--- src/dct_pkg.sv ---
`default_nettype none

package dct_pkg;

  // ---------------------------------------------------------------
  // widths
  // ---------------------------------------------------------------
  localparam int CNT_W = 16;
  localparam int ADDR_W = 8;
  localparam int DATA_W = 32;
  localparam int PRE_W = 8;
  localparam int IRQ_N = 4;

  // ---------------------------------------------------------------
  // register offsets (byte addresses)
  // ---------------------------------------------------------------
  localparam logic [ADDR_W-1:0] OFS_CTRL = 8'h00;
  localparam logic [ADDR_W-1:0] OFS_CMD = 8'h04;
  localparam logic [ADDR_W-1:0] OFS_RCA = 8'h08;
  localparam logic [ADDR_W-1:0] OFS_RCB = 8'h0C;
  localparam logic [ADDR_W-1:0] OFS_CNT1 = 8'h10;
  localparam logic [ADDR_W-1:0] OFS_CNT2 = 8'h14;
  localparam logic [ADDR_W-1:0] OFS_PRESC = 8'h18;
  localparam logic [ADDR_W-1:0] OFS_ISTAT = 8'h1C;
  localparam logic [ADDR_W-1:0] OFS_IMASK = 8'h20;
  localparam logic [ADDR_W-1:0] OFS_STAT = 8'h24;

  // ---------------------------------------------------------------
  // field positions and values
  // ---------------------------------------------------------------
  localparam int IRQ_A = 0;
  localparam int IRQ_B = 1;
  localparam int IRQ_C = 2;
  localparam int IRQ_D = 3;
  localparam int CMD_START = 0;
  localparam logic [CNT_W-1:0] PRESET_VAL = 16'hFFFF;

  typedef enum logic [2:0] {
    MODE_ALT = 3'b000,
    MODE_TRAIN = 3'b001,
    MODE_DCAP = 3'b010,
    MODE_DUAL = 3'b011,
    MODE_CAPT = 3'b100
  } dct_mode_t;

  typedef enum logic [1:0] {
    CK_OFF = 2'b00,
    CK_CPU = 2'b01,
    CK_PRE = 2'b10,
    CK_EXT = 2'b11
  } dct_clk_t;

  typedef enum logic [1:0] {
    TR_SW = 2'b00,
    TR_RISE = 2'b01,
    TR_FALL = 2'b10,
    TR_NONE = 2'b11
  } dct_trig_t;

  typedef struct packed {
    logic [14:0] rsvd;
    logic pin_a_en;
    logic run2;
    logic run1;
    logic [1:0] trig;
    logic preset_b;
    logic preset_a;
    logic edge_b_rise;
    logic edge_a_rise;
    logic ext_rise;
    logic [1:0] clk2;
    logic [1:0] clk1;
    logic [2:0] mode;
  } dct_ctrl_t;

  typedef struct packed {
    logic [1:0] a_sync;
    logic [1:0] b_sync;
    logic [1:0] t_sync;
    logic a_prev;
    logic b_prev;
    logic t_prev;
    dct_ctrl_t ctrl;
    logic [CNT_W-1:0] cnt1;
    logic [CNT_W-1:0] cnt2;
    logic [CNT_W-1:0] rca;
    logic [CNT_W-1:0] rcb;
    logic [PRE_W-1:0] pre_div;
    logic [PRE_W-1:0] pre_cnt;
    logic [IRQ_N-1:0] istat;
    logic [IRQ_N-1:0] imask;
    logic phase;
    logic train_on;
    logic pin_a;
    logic [DATA_W-1:0] rdata;
  } dct_state_t;

  // timer pins idle high, so their edge detectors start high: no false edge after reset
  localparam dct_state_t STATE_RST = '{a_sync: 2'h3, b_sync: 2'h3, a_prev: 1'h1, b_prev: 1'h1,
                                       default: '0};

endpackage

`default_nettype wire

--- src/dct_timer.sv ---
// Behaviour
// - alternate mode: counter one decrements on chosen clock
// - underflow reloads alternately A then B
// - reload raises separately enabled interrupt
// - counter two decrements, interrupts on underflow
// - pulse train stops after programmed pulse count
// - train starts on software or chosen edge
// - pin edges capture counter one into A/B
// - per input edge select and optional preset
// - dual capture: captures raise interrupts A, B
// - dual capture: counter one underflow raises C
// - dual mode: independent counters, square wave A
// - pin B usable as event clock input
// - clock selector: cpu, prescaled, pin B edge
// - dual mode: underflows raise interrupts A, D
// - capture plus timer: counter two captures pin B
// - capture plus timer: interrupts B, A, D
// - counter two presets on capture when enabled
`timescale 1ns/1ps
`default_nettype none

module dct_timer
  import dct_pkg::*;
(
  input wire logic core_clk,
  input wire logic rst_n,
  input wire logic [ADDR_W-1:0] reg_addr,
  input wire logic [DATA_W-1:0] reg_wdata,
  input wire logic reg_wr,
  input wire logic reg_rd,
  output logic [DATA_W-1:0] reg_rdata,
  input wire logic pin_a_in,
  input wire logic pin_b_in,
  input wire logic trig_in,
  output logic pin_a_out,
  output logic pin_a_oe_n,
  output logic irq
);

  dct_state_t s;
  dct_state_t n;
  logic [IRQ_N-1:0] ev;
  logic [IRQ_N-1:0] clr;
  logic a_rise, a_fall, b_rise, b_fall, t_rise, t_fall;
  logic ext_ev, cap_a, cap_b, pre_tick, in_train;
  logic tick1, tick2, uf1, uf2, sw_start, start;

  // ---------------------------------------------------------------
  // clock selection
  // ---------------------------------------------------------------
  function automatic logic sel_tick(input logic [1:0] sel, input logic pre,
                                    input logic ext);
    logic t;
    t = 1'b0;
    unique case (sel)
      CK_OFF: t = 1'b0;
      CK_CPU: t = 1'b1;
      CK_PRE: t = pre;
      CK_EXT: t = ext;
    endcase
    return t;
  endfunction

  // ---------------------------------------------------------------
  // edge and event decode
  // ---------------------------------------------------------------
  assign a_rise = s.a_sync[1] & ~s.a_prev;
  assign a_fall = ~s.a_sync[1] & s.a_prev;
  assign b_rise = s.b_sync[1] & ~s.b_prev;
  assign b_fall = ~s.b_sync[1] & s.b_prev;
  assign t_rise = s.t_sync[1] & ~s.t_prev;
  assign t_fall = ~s.t_sync[1] & s.t_prev;
  assign ext_ev = s.ctrl.ext_rise ? b_rise : b_fall;
  assign cap_a = s.ctrl.edge_a_rise ? a_rise : a_fall;
  assign cap_b = s.ctrl.edge_b_rise ? b_rise : b_fall;
  assign pre_tick = (s.pre_cnt == '0);
  assign in_train = (s.ctrl.mode == MODE_TRAIN);
  assign tick1 = sel_tick(s.ctrl.clk1, pre_tick, ext_ev) &
                 (in_train ? s.train_on : s.ctrl.run1);
  assign tick2 = sel_tick(s.ctrl.clk2, pre_tick, ext_ev) &
                 s.ctrl.run2 & ~in_train;
  assign uf1 = tick1 & (s.cnt1 == '0);
  assign uf2 = tick2 & (s.cnt2 == '0);
  assign sw_start = reg_wr & (reg_addr == OFS_CMD) & reg_wdata[CMD_START];
  assign start = in_train & ~s.train_on &
                 ((s.ctrl.trig == TR_SW) ? sw_start :
                  (s.ctrl.trig == TR_RISE) ? t_rise :
                  (s.ctrl.trig == TR_FALL) ? t_fall : 1'b0);
  assign clr = (reg_wr && reg_addr == OFS_ISTAT) ? reg_wdata[IRQ_N-1:0] : '0;

  // ---------------------------------------------------------------
  // next state
  // ---------------------------------------------------------------
  always_comb begin
    n = s;
    ev = '0;
    n.a_sync = {s.a_sync[0], pin_a_in};
    n.b_sync = {s.b_sync[0], pin_b_in};
    n.t_sync = {s.t_sync[0], trig_in};
    n.a_prev = s.a_sync[1];
    n.b_prev = s.b_sync[1];
    n.t_prev = s.t_sync[1];
    n.pre_cnt = pre_tick ? s.pre_div : s.pre_cnt - 1'b1;
    // free decrement, wraps to all ones on underflow
    if (tick1) begin
      n.cnt1 = s.cnt1 - 1'b1;
    end
    if (tick2) begin
      n.cnt2 = s.cnt2 - 1'b1;
    end
    // register read, answered next cycle
    n.rdata = '0;
    if (reg_rd) begin
      case (reg_addr)
        OFS_CTRL: n.rdata = s.ctrl;
        OFS_RCA: n.rdata = DATA_W'(s.rca);
        OFS_RCB: n.rdata = DATA_W'(s.rcb);
        OFS_CNT1: n.rdata = DATA_W'(s.cnt1);
        OFS_CNT2: n.rdata = DATA_W'(s.cnt2);
        OFS_PRESC: n.rdata = DATA_W'(s.pre_div);
        OFS_ISTAT: n.rdata = DATA_W'(s.istat);
        OFS_IMASK: n.rdata = DATA_W'(s.imask);
        OFS_STAT: n.rdata = DATA_W'({s.train_on, s.phase, s.pin_a});
        default: n.rdata = '0;
      endcase
    end
    // register write; hardware events below take precedence
    if (reg_wr) begin
      case (reg_addr)
        OFS_CTRL: begin
          n.ctrl = dct_ctrl_t'(reg_wdata);
          n.ctrl.rsvd = '0;
        end
        OFS_RCA: n.rca = reg_wdata[CNT_W-1:0];
        OFS_RCB: n.rcb = reg_wdata[CNT_W-1:0];
        OFS_CNT1: n.cnt1 = reg_wdata[CNT_W-1:0];
        OFS_CNT2: n.cnt2 = reg_wdata[CNT_W-1:0];
        OFS_PRESC: n.pre_div = reg_wdata[PRE_W-1:0];
        OFS_IMASK: n.imask = reg_wdata[IRQ_N-1:0];
        default: ;
      endcase
    end
    // mode behaviour
    unique case (s.ctrl.mode)
      MODE_ALT: begin
        if (uf1) begin
          n.cnt1 = s.phase ? s.rcb : s.rca;
          n.phase = ~s.phase;
          n.pin_a = ~s.phase;
          ev[s.phase ? IRQ_B : IRQ_A] = 1'b1;
        end
        if (uf2) begin
          ev[IRQ_D] = 1'b1;
        end
      end
      MODE_TRAIN: begin
        if (start) begin
          n.train_on = 1'b1;
          n.cnt1 = s.rca;
          n.phase = 1'b1;
          n.pin_a = 1'b1;
          ev[IRQ_A] = 1'b1;
        end else if (uf1 && s.phase) begin
          n.cnt1 = s.rcb;
          n.phase = 1'b0;
          n.pin_a = 1'b0;
          ev[IRQ_B] = 1'b1;
        end else if (uf1) begin
          if (s.cnt2 <= CNT_W'(1)) begin
            n.train_on = 1'b0;
            n.cnt2 = '0;
            ev[IRQ_D] = 1'b1;
          end else begin
            n.cnt2 = s.cnt2 - 1'b1;
            n.cnt1 = s.rca;
            n.phase = 1'b1;
            n.pin_a = 1'b1;
            ev[IRQ_A] = 1'b1;
          end
        end
      end
      MODE_DCAP: begin
        if (cap_a) begin
          n.rca = s.cnt1;
          if (s.ctrl.preset_a) begin
            n.cnt1 = PRESET_VAL;
          end
          ev[IRQ_A] = 1'b1;
        end
        if (cap_b) begin
          n.rcb = s.cnt1;
          if (s.ctrl.preset_b) begin
            n.cnt1 = PRESET_VAL;
          end
          ev[IRQ_B] = 1'b1;
        end
        if (uf1) begin
          ev[IRQ_C] = 1'b1;
        end
        if (uf2) begin
          ev[IRQ_D] = 1'b1;
        end
      end
      MODE_DUAL: begin
        if (uf1) begin
          n.cnt1 = s.rca;
          n.pin_a = ~s.pin_a;
          ev[IRQ_A] = 1'b1;
        end
        if (uf2) begin
          n.cnt2 = s.rcb;
          ev[IRQ_D] = 1'b1;
        end
      end
      MODE_CAPT: begin
        if (uf1) begin
          n.cnt1 = s.rca;
          n.pin_a = ~s.pin_a;
          ev[IRQ_A] = 1'b1;
        end
        if (cap_b) begin
          n.rcb = s.cnt2;
          if (s.ctrl.preset_b) begin
            n.cnt2 = PRESET_VAL;
          end
          ev[IRQ_B] = 1'b1;
        end
        if (uf2) begin
          ev[IRQ_D] = 1'b1;
        end
      end
      default: ;
    endcase
    // set wins over a write-one clear
    n.istat = (s.istat & ~clr) | ev;
  end

  always_ff @(posedge core_clk) begin
    if (!rst_n) begin
      s <= STATE_RST;
    end else begin
      s <= n;
    end
  end

  // ---------------------------------------------------------------
  // outputs
  // ---------------------------------------------------------------
  assign reg_rdata = s.rdata;
  assign pin_a_out = s.pin_a;
  assign pin_a_oe_n = ~(s.ctrl.pin_a_en & (s.ctrl.mode != MODE_DCAP));
  assign irq = |(s.istat & s.imask);
endmodule

`default_nettype wire

--- config.mk ---
export PLATFORM = sky130hd
export DESIGN_NAME = dct_timer
export DESIGN_NICKNAME = d
export VERILOG_FILES = /design/src/dct_pkg.sv /design/src/dct_timer.sv
export SDC_FILE = /design/constraint.sdc
export NUM_CORES = 1
export LEC_CHECK = 0
export BUFFER_PORTS_ARGS = -buffer_cell sky130_fd_sc_hd__buf_2
export CORE_MARGIN = 5
export CORE_UTILIZATION = 60
export DETAILED_ROUTE_END_ITERATION = 7
export HOLD_SLACK_MARGIN = 0.05
export PLACE_DENSITY_LB_ADDON = 0.3
export SLEW_MARGIN = 20
export SYNTH_ARGS = -nofsm -noshare
export SYNTH_HDL_FRONTEND = slang
export SYNTH_SLANG_ARGS = --single-unit
--- constraint.sdc ---
create_clock -name core_clk -period 6.6 [get_ports core_clk]
set_input_delay 1.32 -clock core_clk [delete_from_list [all_inputs] [get_ports core_clk]]
set_output_delay 1.32 -clock core_clk [all_outputs]
set_load 0.02 [all_outputs]
---- Word level (Yosys, flattened, before mapping) ----
Cells that the tools add are included.
cells by class
  add/subtract/negate cells ............... 3
  magnitude comparators ................... 3
  eq/ne operators ......................... 27
  muxes and demuxes ....................... 78
  bitwise logic cells ..................... 31
  reductions and logical operators ........ 26
operator list
  kind                                                                     count
  16-bit two-way mux                                                       26
  17-bit case mux with 9 select lines                                      1
  72-bit two-way mux                                                       1
  16-bit case mux with 4 select lines                                      1
  16-bit case mux with 3 select lines                                      1
  8-bit by 5-bit equality test with 1-bit output (second input constant)   4
  16-bit logical NOT                                                       2
  32-bit two-way mux                                                       1
  16-bit case mux with 2 select lines                                      1
  16-bit by 1-bit subtractor with 16-bit output (second input constant)    2
  1-bit two-way mux                                                        31
  1-bit AND                                                                16
  8-bit by 4-bit equality test with 1-bit output (second input constant)   2
  8-bit by 6-bit equality test with 1-bit output (second input constant)   2
  16-bit by 1-bit <= comparator with 1-bit output (second input constant)  1
  8-bit logical NOT                                                        2
  8-bit two-way mux                                                        2
  1-bit case mux with 4 select lines                                       3
  1-bit NOT                                                                11
  2-bit equality test (second input constant)                              5
  1-bit case mux with 3 select lines                                       3
  4-bit AND                                                                2
  8-bit by 3-bit equality test with 1-bit output (second input constant)   1
  4-bit two-way mux                                                        2
  other kinds (28)                                                         45
storage, ports and cells
  register bits ........................... 149
  bits of input ports ..................... 47
  output and inout port bits .............. 35
  word-level logic and storage cells ...... 198

---- Longest topological paths before layout ----
  depth after elaboration ................. 14
  gate-level depth with buffers ........... 11
  mapped depth without buffers ............ 9

---- Least setup slack after synthesis ----
Ideal clock, no wire load.
  path type ............................... input to register
  start ................................... in reg_addr[4]
  end ..................................... reg s[113] (netlist bit)
  library setup time ...................... 0.122 ns
  arrival time ............................ 3.731 ns
  data required time ...................... 6.478 ns
  path slack .............................. 2.747 ns
  stages .................................. 9
  buffers on the path ..................... 2
  cells stage by stage .................... or4_1 > clkbuf_1 > o41a_1 > a2111oi_2 > a21oi_2 > buf_2 > o221ai_1 > a21oi_1 > o311a_1
on the way
  cells in the longest elaborated chain, start to end .. 8
  elaborated cells between the ends (all ways) .. 19
  classes of those cells .................. eq/ne (2); mux (14); bitwise (3)
RTL lines
  element                                                   line                                RTL
  from (decl)                                               dct_timer.sv:27                     input wire logic [ADDR_W-1:0] reg_addr,
  8-bit by 5-bit equality test with 1-bit output            dct_timer.sv:129                    case (reg_addr)
  16-bit two-way mux                                        dct_timer.sv:129
  72-bit two-way mux                                        dct_timer.sv:128                    if (reg_wr) begin
  16-bit two-way mux (on tied branches)                     dct_timer.sv:185, dct_timer.sv:169
  16-bit two-way mux or 32-bit two-way mux (tied branches)  dct_timer.sv:183, dct_timer.sv:168
  16-bit two-way mux (on tied branches)                     dct_timer.sv:192, dct_timer.sv:163
  16-bit two-way mux (on tied branches)                     dct_timer.sv:190, dct_timer.sv:157
  16-bit case mux with 4 select lines (*)                   dct_timer.sv:144                    unique case (s.ctrl.mode)
  to (signal assigned)                                      dct_timer.sv:242                    s <= n;
  to (decl)                                                 dct_timer.sv:40                     dct_state_t s;
Mark *: on every way between the ends. The rest lies on a longest branch, timed or not.
A chain may end at the register's enable or synchronous reset.

---- Worst setup path in the final report ----
  start ................................... reg s[43] (netlist bit)
  end ..................................... reg s[106] (netlist bit)
on the way
  cells in the longest elaborated chain, start to end .. 11
  elaborated cells between the ends (all ways) .. 19
  classes of those cells .................. mux (12); bitwise (5); reduce/logical (2)
RTL lines
  element                                  line              RTL
  8-bit logical NOT (*)                    dct_timer.sv:76   assign pre_tick = (s.pre_cnt == '0);
  1-bit case mux with 4 select lines       dct_timer.sv:55   unique case (sel)
  1-bit AND                                dct_timer.sv:80   assign tick2 = sel_tick(s.ctrl.clk2, pre_tick, ext_ev) &
  1-bit AND                                dct_timer.sv:81   s.ctrl.run2 & ~in_train;
  16-bit two-way mux                       dct_timer.sv:108  if (tick2) begin
  16-bit two-way mux                       dct_timer.sv:129
  72-bit two-way mux                       dct_timer.sv:128
  32-bit two-way mux                       dct_timer.sv:168  end else if (uf1) begin
  16-bit two-way mux                       dct_timer.sv:163  end else if (uf1 && s.phase) begin
  16-bit two-way mux                       dct_timer.sv:157  if (start) begin
  16-bit case mux with 3 select lines (*)  dct_timer.sv:144
Marked as above.

==> impl_summary.md <==
Routing
The routed via count divided by cell count is about 7.2. The total length of routed wires is ~32,000 um. In the routed design, unresolved DRC markers number 0. The remaining antenna violation count after routing is 0. The average detailed-routed wire length per instance is between 20 and 30 um. The count of routing violations after the opening detailed-route iteration is 1,465. Summing over every cut layer, the via total after detailed routing is ~9,400. The pre-antenna-repair detailed-routing pass consisted of 7 iterations.

STA
Setup repair after global routing left no endpoint under its margin. After layout, the minimum clock period comes to roughly 4200 ps. After layout, the worst path uses between 60 and 70% of the clock period. For the pin with the worst max-slew slack, the measured transition is about 1100 ps. Summed over all failing endpoints, the final setup total negative slack is 0 ps.

The count of final hold-check violations was 0. The number of max-slew violations in the final report came to 0. Across all setup checks in the final design, the least slack found is between 2000 and 2500 ps. The worst slew slack as a fraction of its limit is 29.09%. Across the routed clock network, the largest skew measured is between 10 and 15 ps. Setup violations remaining at the end of the flow were counted as 0. Timing would allow up to ~240 MHz.

Setup path
In this run the worst path has a maximum fanout of 10. The largest single stage delay on the critical path is between 900 and 1000 ps. Counting both buffers and inverters, the worst setup path holds a total of 1.

The setup slack of the most critical reg-to-reg path is approximately 2400 ps. The startpoint of the worst-slack reg-to-reg timing path is s[43]$_SDFF_PN0_. The critical path data arrival time is around 4500 ps.

The kind of start point of the critical path is a flop. The critical path goes through inv_1 > ha_1 > or4b_4 > or4_1 > a2111oi_4 > a31oi_1 > and2_0 > a32o_1. On the critical path, the stage with the largest delay is an instance of sky130_fd_sc_hd__a2111oi_4. The kind of cell with the highest combined delay along the critical path is simple AND/OR/NAND/NOR gates. The launch point of the critical path is s[43]$_SDFF_PN0_. The type of destination of the critical path is a flop. At the worst endpoint, the required time is about 6900 ps. The category of the most critical setup path is reg2reg.

Floorplanning
The placement row count is 44. The starting density of the core is roughly three fifths. In this run the horizontal extent of the chip is between 100 and 150 um. The core region is 14,420 sq um. The floorplan step set the die height to about 130 um. The number of I/O pins is a little over 80. The die footprint is around 17,000 sq um.

Global route
For this run the aggregate overflow at the end of global routing stands at 0. The maximum number of pins on one net before global-route repair is between 80 and 90. The initial antenna violation count was 0. The global-route wire length before repair is between 40,000 and 50,000 um. The number of global-route vias before repair was about 8,500.

In the global route stage, overall resource usage came out at between 30 and 40%.

Pwr
The clock network accounts for 51.0% of the total power. Net switching is ~24% of the power. Per report_power, the combinational group accounts for a little under 9% of the total. The static leakage is 0.003614 uW. The analysis attributes to net switching a power of between 500 and 600 uW. The internal power component is around 1600 uW.

The maximum resistive drop on vdd is 0.0002345 V. The cell area power density is roughly 220 nW/um^2. The share of total power dissipated in sequential elements is between 40% and 50%.

Clock tree
In this run the deepest clock path goes through 2 buffers. TritonCTS built the clock tree. In this run, CTS created clock tree buffers numbering 17. The sink count of the clock tree is between 100 and 150. CTS built an H-tree with a depth of 4. After clock tree synthesis, the clock-pin slew on the worst setup and hold paths is 60 ps. The clock latency reported for the late side of the worst-skew pair is between 400 and 500 ps.

The number of gates resized after CTS is 0. The cell sitting at the root of the clock tree is a sky130_fd_sc_hd__clkbuf_16. Hold repair after CTS inserted 0 buffers. The post-CTS setup buffer count is 0.

Yosys
The synthesized design contains 134 register bits. The cell count after synthesis came out at 1,122. In this run, synthesis inferred 0 flip-flops with an integrated enable. The most frequently used flop master after synthesis is sky130_fd_sc_hd__dfxtp_1.

Synthesis instantiated just under 80 different standard cells from the library. The proportion of synthesized flip-flops having asynchronous set or reset is 0%. The number of warnings issued by yosys is 0. The share of the yosys chip area belonging to registers is between 30% and 40%.

The post-synthesis instance area is 8738 sq um. The average cell area after synthesis is 7.788 sq um.

Placed design
The number of port buffers is 51. The weighted congestion reported at the end of routability-driven placement is between 1 and 1.5. Summed over all nets, the half-perimeter wirelength after detailed placement is between 20,000 and 25,000 um. OpenSTA, run right after detailed placement, puts the worst setup slack at 2200 ps.

Finish
0 antenna diodes ended up in the layout. At the end of the flow, the number of nets in the layout was approximately 1,200. The area growth from synthesis to final layout is 8.920%. In the final layout, the share of cells above drive strength 1 is a little under an eighth.

Min path
The source of the worst hold timing path is n[161]$_SDFF_PN1_. In this run the worst hold path is classified as reg2reg.

Run
The total of max-cap violations is 0.

Run status
The flow ran to the end, and the final reports show no timing, DRC or antenna violations.
-- sequential cells by signal, indices dropped and copies added, names as in the netlist --
name       cells
s            110
pin_a_out      1
reg_rdata     17
n              6
-- area by class of cell --
type	instances	area, sq um
well taps	184	230.2
inverters	17	63.81
clock buffers	21	470.5
clock inverters	10	192.7
repair buffers	72	412.9
flip-flops and latches	134	2683
multi-input cells	860	5465
fillers	1254	4906
-- power by group through the flow --
stage          Sequential (uW)  Combinational, uW  Clock, uW
6_report                   848                186       1080
5_1_grt                    851                205       1110
4_1_cts                    847                183       1080
3_5_place_dp               865                182          0
3_3_place_gp               864                179          0
2_1_floorplan              860                141          0
-- through the flow --
step / hold slack (ps) / util [%] / cell area (sq um) / total power (uW) / instances
final: 407.6 / 65.99 / 9518 / 2109 / 1298
after global routing: 418.0 / 65.99 / 9518 / 2170 / 1298
after CTS: 409.5 / 65.99 / 9518 / 2106 / 1298
after detailed placement: 395.5 / 61.39 / 8855 / 1046 / 1267
after global placement: 395.9 / 61.39 / 8855 / 1043 / 1267
after floorplan: 386.3 / - / 8791 / 1002 / 1136
-- final timing paths --
| check | to | cells past startpoint |
|---|---|---|
| setup reg to reg | s[106]$_SDFF_PN0_ | 8 |
| hold / removal | n[156]$_SDFF_PN1_ | 1 |
| setup / recovery | s[106]$_SDFF_PN0_ | 8 |
| hold reg to reg | n[156]$_SDFF_PN1_ | 1 |
-- cells in the final DEF, fill, tap and decap left out, types with 5 or more instances in the layout --
master / count
sky130_fd_sc_hd__a2111oi_0: 6
sky130_fd_sc_hd__a211oi_1: 45
sky130_fd_sc_hd__a21oi_1: 88
sky130_fd_sc_hd__a221o_1: 8
sky130_fd_sc_hd__a221oi_1: 26
sky130_fd_sc_hd__a22o_1: 8
sky130_fd_sc_hd__a22oi_1: 43
sky130_fd_sc_hd__a31oi_1: 32
sky130_fd_sc_hd__and2_1: 11
sky130_fd_sc_hd__buf_2: 51
sky130_fd_sc_hd__buf_4: 21
sky130_fd_sc_hd__bufinv_16: 5
sky130_fd_sc_hd__clkbuf_16: 17
sky130_fd_sc_hd__conb_1: 15
sky130_fd_sc_hd__dfxtp_1: 134
sky130_fd_sc_hd__ha_1: 6
sky130_fd_sc_hd__inv_1: 16
sky130_fd_sc_hd__mux2i_1: 40
sky130_fd_sc_hd__nand2_1: 116
sky130_fd_sc_hd__nand2b_1: 11
sky130_fd_sc_hd__nand3_1: 24
sky130_fd_sc_hd__nor2_1: 90
sky130_fd_sc_hd__nor3_1: 20
sky130_fd_sc_hd__nor3b_1: 6
sky130_fd_sc_hd__nor4_1: 6
sky130_fd_sc_hd__o211ai_1: 20
sky130_fd_sc_hd__o21ai_0: 59
sky130_fd_sc_hd__o221a_2: 5
sky130_fd_sc_hd__o221ai_1: 8
sky130_fd_sc_hd__o22ai_1: 6
sky130_fd_sc_hd__o31ai_1: 9
sky130_fd_sc_hd__or2_2: 5
sky130_fd_sc_hd__or3_1: 15
sky130_fd_sc_hd__or4_1: 12
sky130_fd_sc_hd__xnor2_1: 23
sky130_fd_sc_hd__xor2_1: 14
-- per-layer routing --
layer	track usage (%)	up-vias	part of all wire, %
met1	52.89	4373	39
met2	55.63	716	43
met4	14.70	0	3.7
met3	10.57	109	14
met5	0	-	0
li1	-	4156	-
-- logic make-up (layout without fill, tap and decap cells) --
kind of cell	count (synthesis)	count (layout)	share of synthesized area [%]
multiplexers	42	42	4.840
other	1	15	0.04291
buffers and inverters	142	120	7.546
AO/OA/AOI/OAI	411	411	33.02
XOR/XNOR	37	37	3.708
flip-flops	134	134	30.70
AND/OR/NAND/NOR	349	349	19.29
adder cells (fa/ha/maj)	6	6	0.8591
-- synthesized netlist by cell type (all sizes together) (4+ instances only) --
cell type | instances | area [sq um]
o31ai | 9 | 67.56
or2 | 6 | 37.54
nand3 | 24 | 120.1
or4b | 5 | 53.80
nand2b | 11 | 68.82
and3b | 4 | 35.03
o22ai | 6 | 37.54
a221oi | 27 | 242.7
ha | 6 | 75.07
nor3b | 7 | 52.55
a221o | 8 | 80.08
o221ai | 8 | 70.07
xor2 | 14 | 122.6
xnor2 | 23 | 201.4
a2111oi | 9 | 122.6
dfxtp | 134 | 2683
nor3 | 21 | 105.1
a211oi | 45 | 337.8
a22oi | 43 | 322.8
buf | 38 | 267.8
or4 | 12 | 90.09
nand2 | 116 | 435.4
o31a | 4 | 35.03
nor2 | 91 | 341.6
nand4 | 4 | 25.02
mux2i | 40 | 400.4
o221a | 5 | 56.30
inv | 17 | 63.81
a22o | 8 | 70.07
a31oi | 32 | 200.2
a21oi | 89 | 449.2
clkbuf | 87 | 327.8
nor4 | 6 | 37.54
o211ai | 20 | 150.1
nor2b | 4 | 25.02
and2 | 12 | 75.08
o311a | 4 | 40.04
or3 | 15 | 93.84
o21ai | 62 | 314.0
Note: power is estimated with default switching activity, not from simulation.
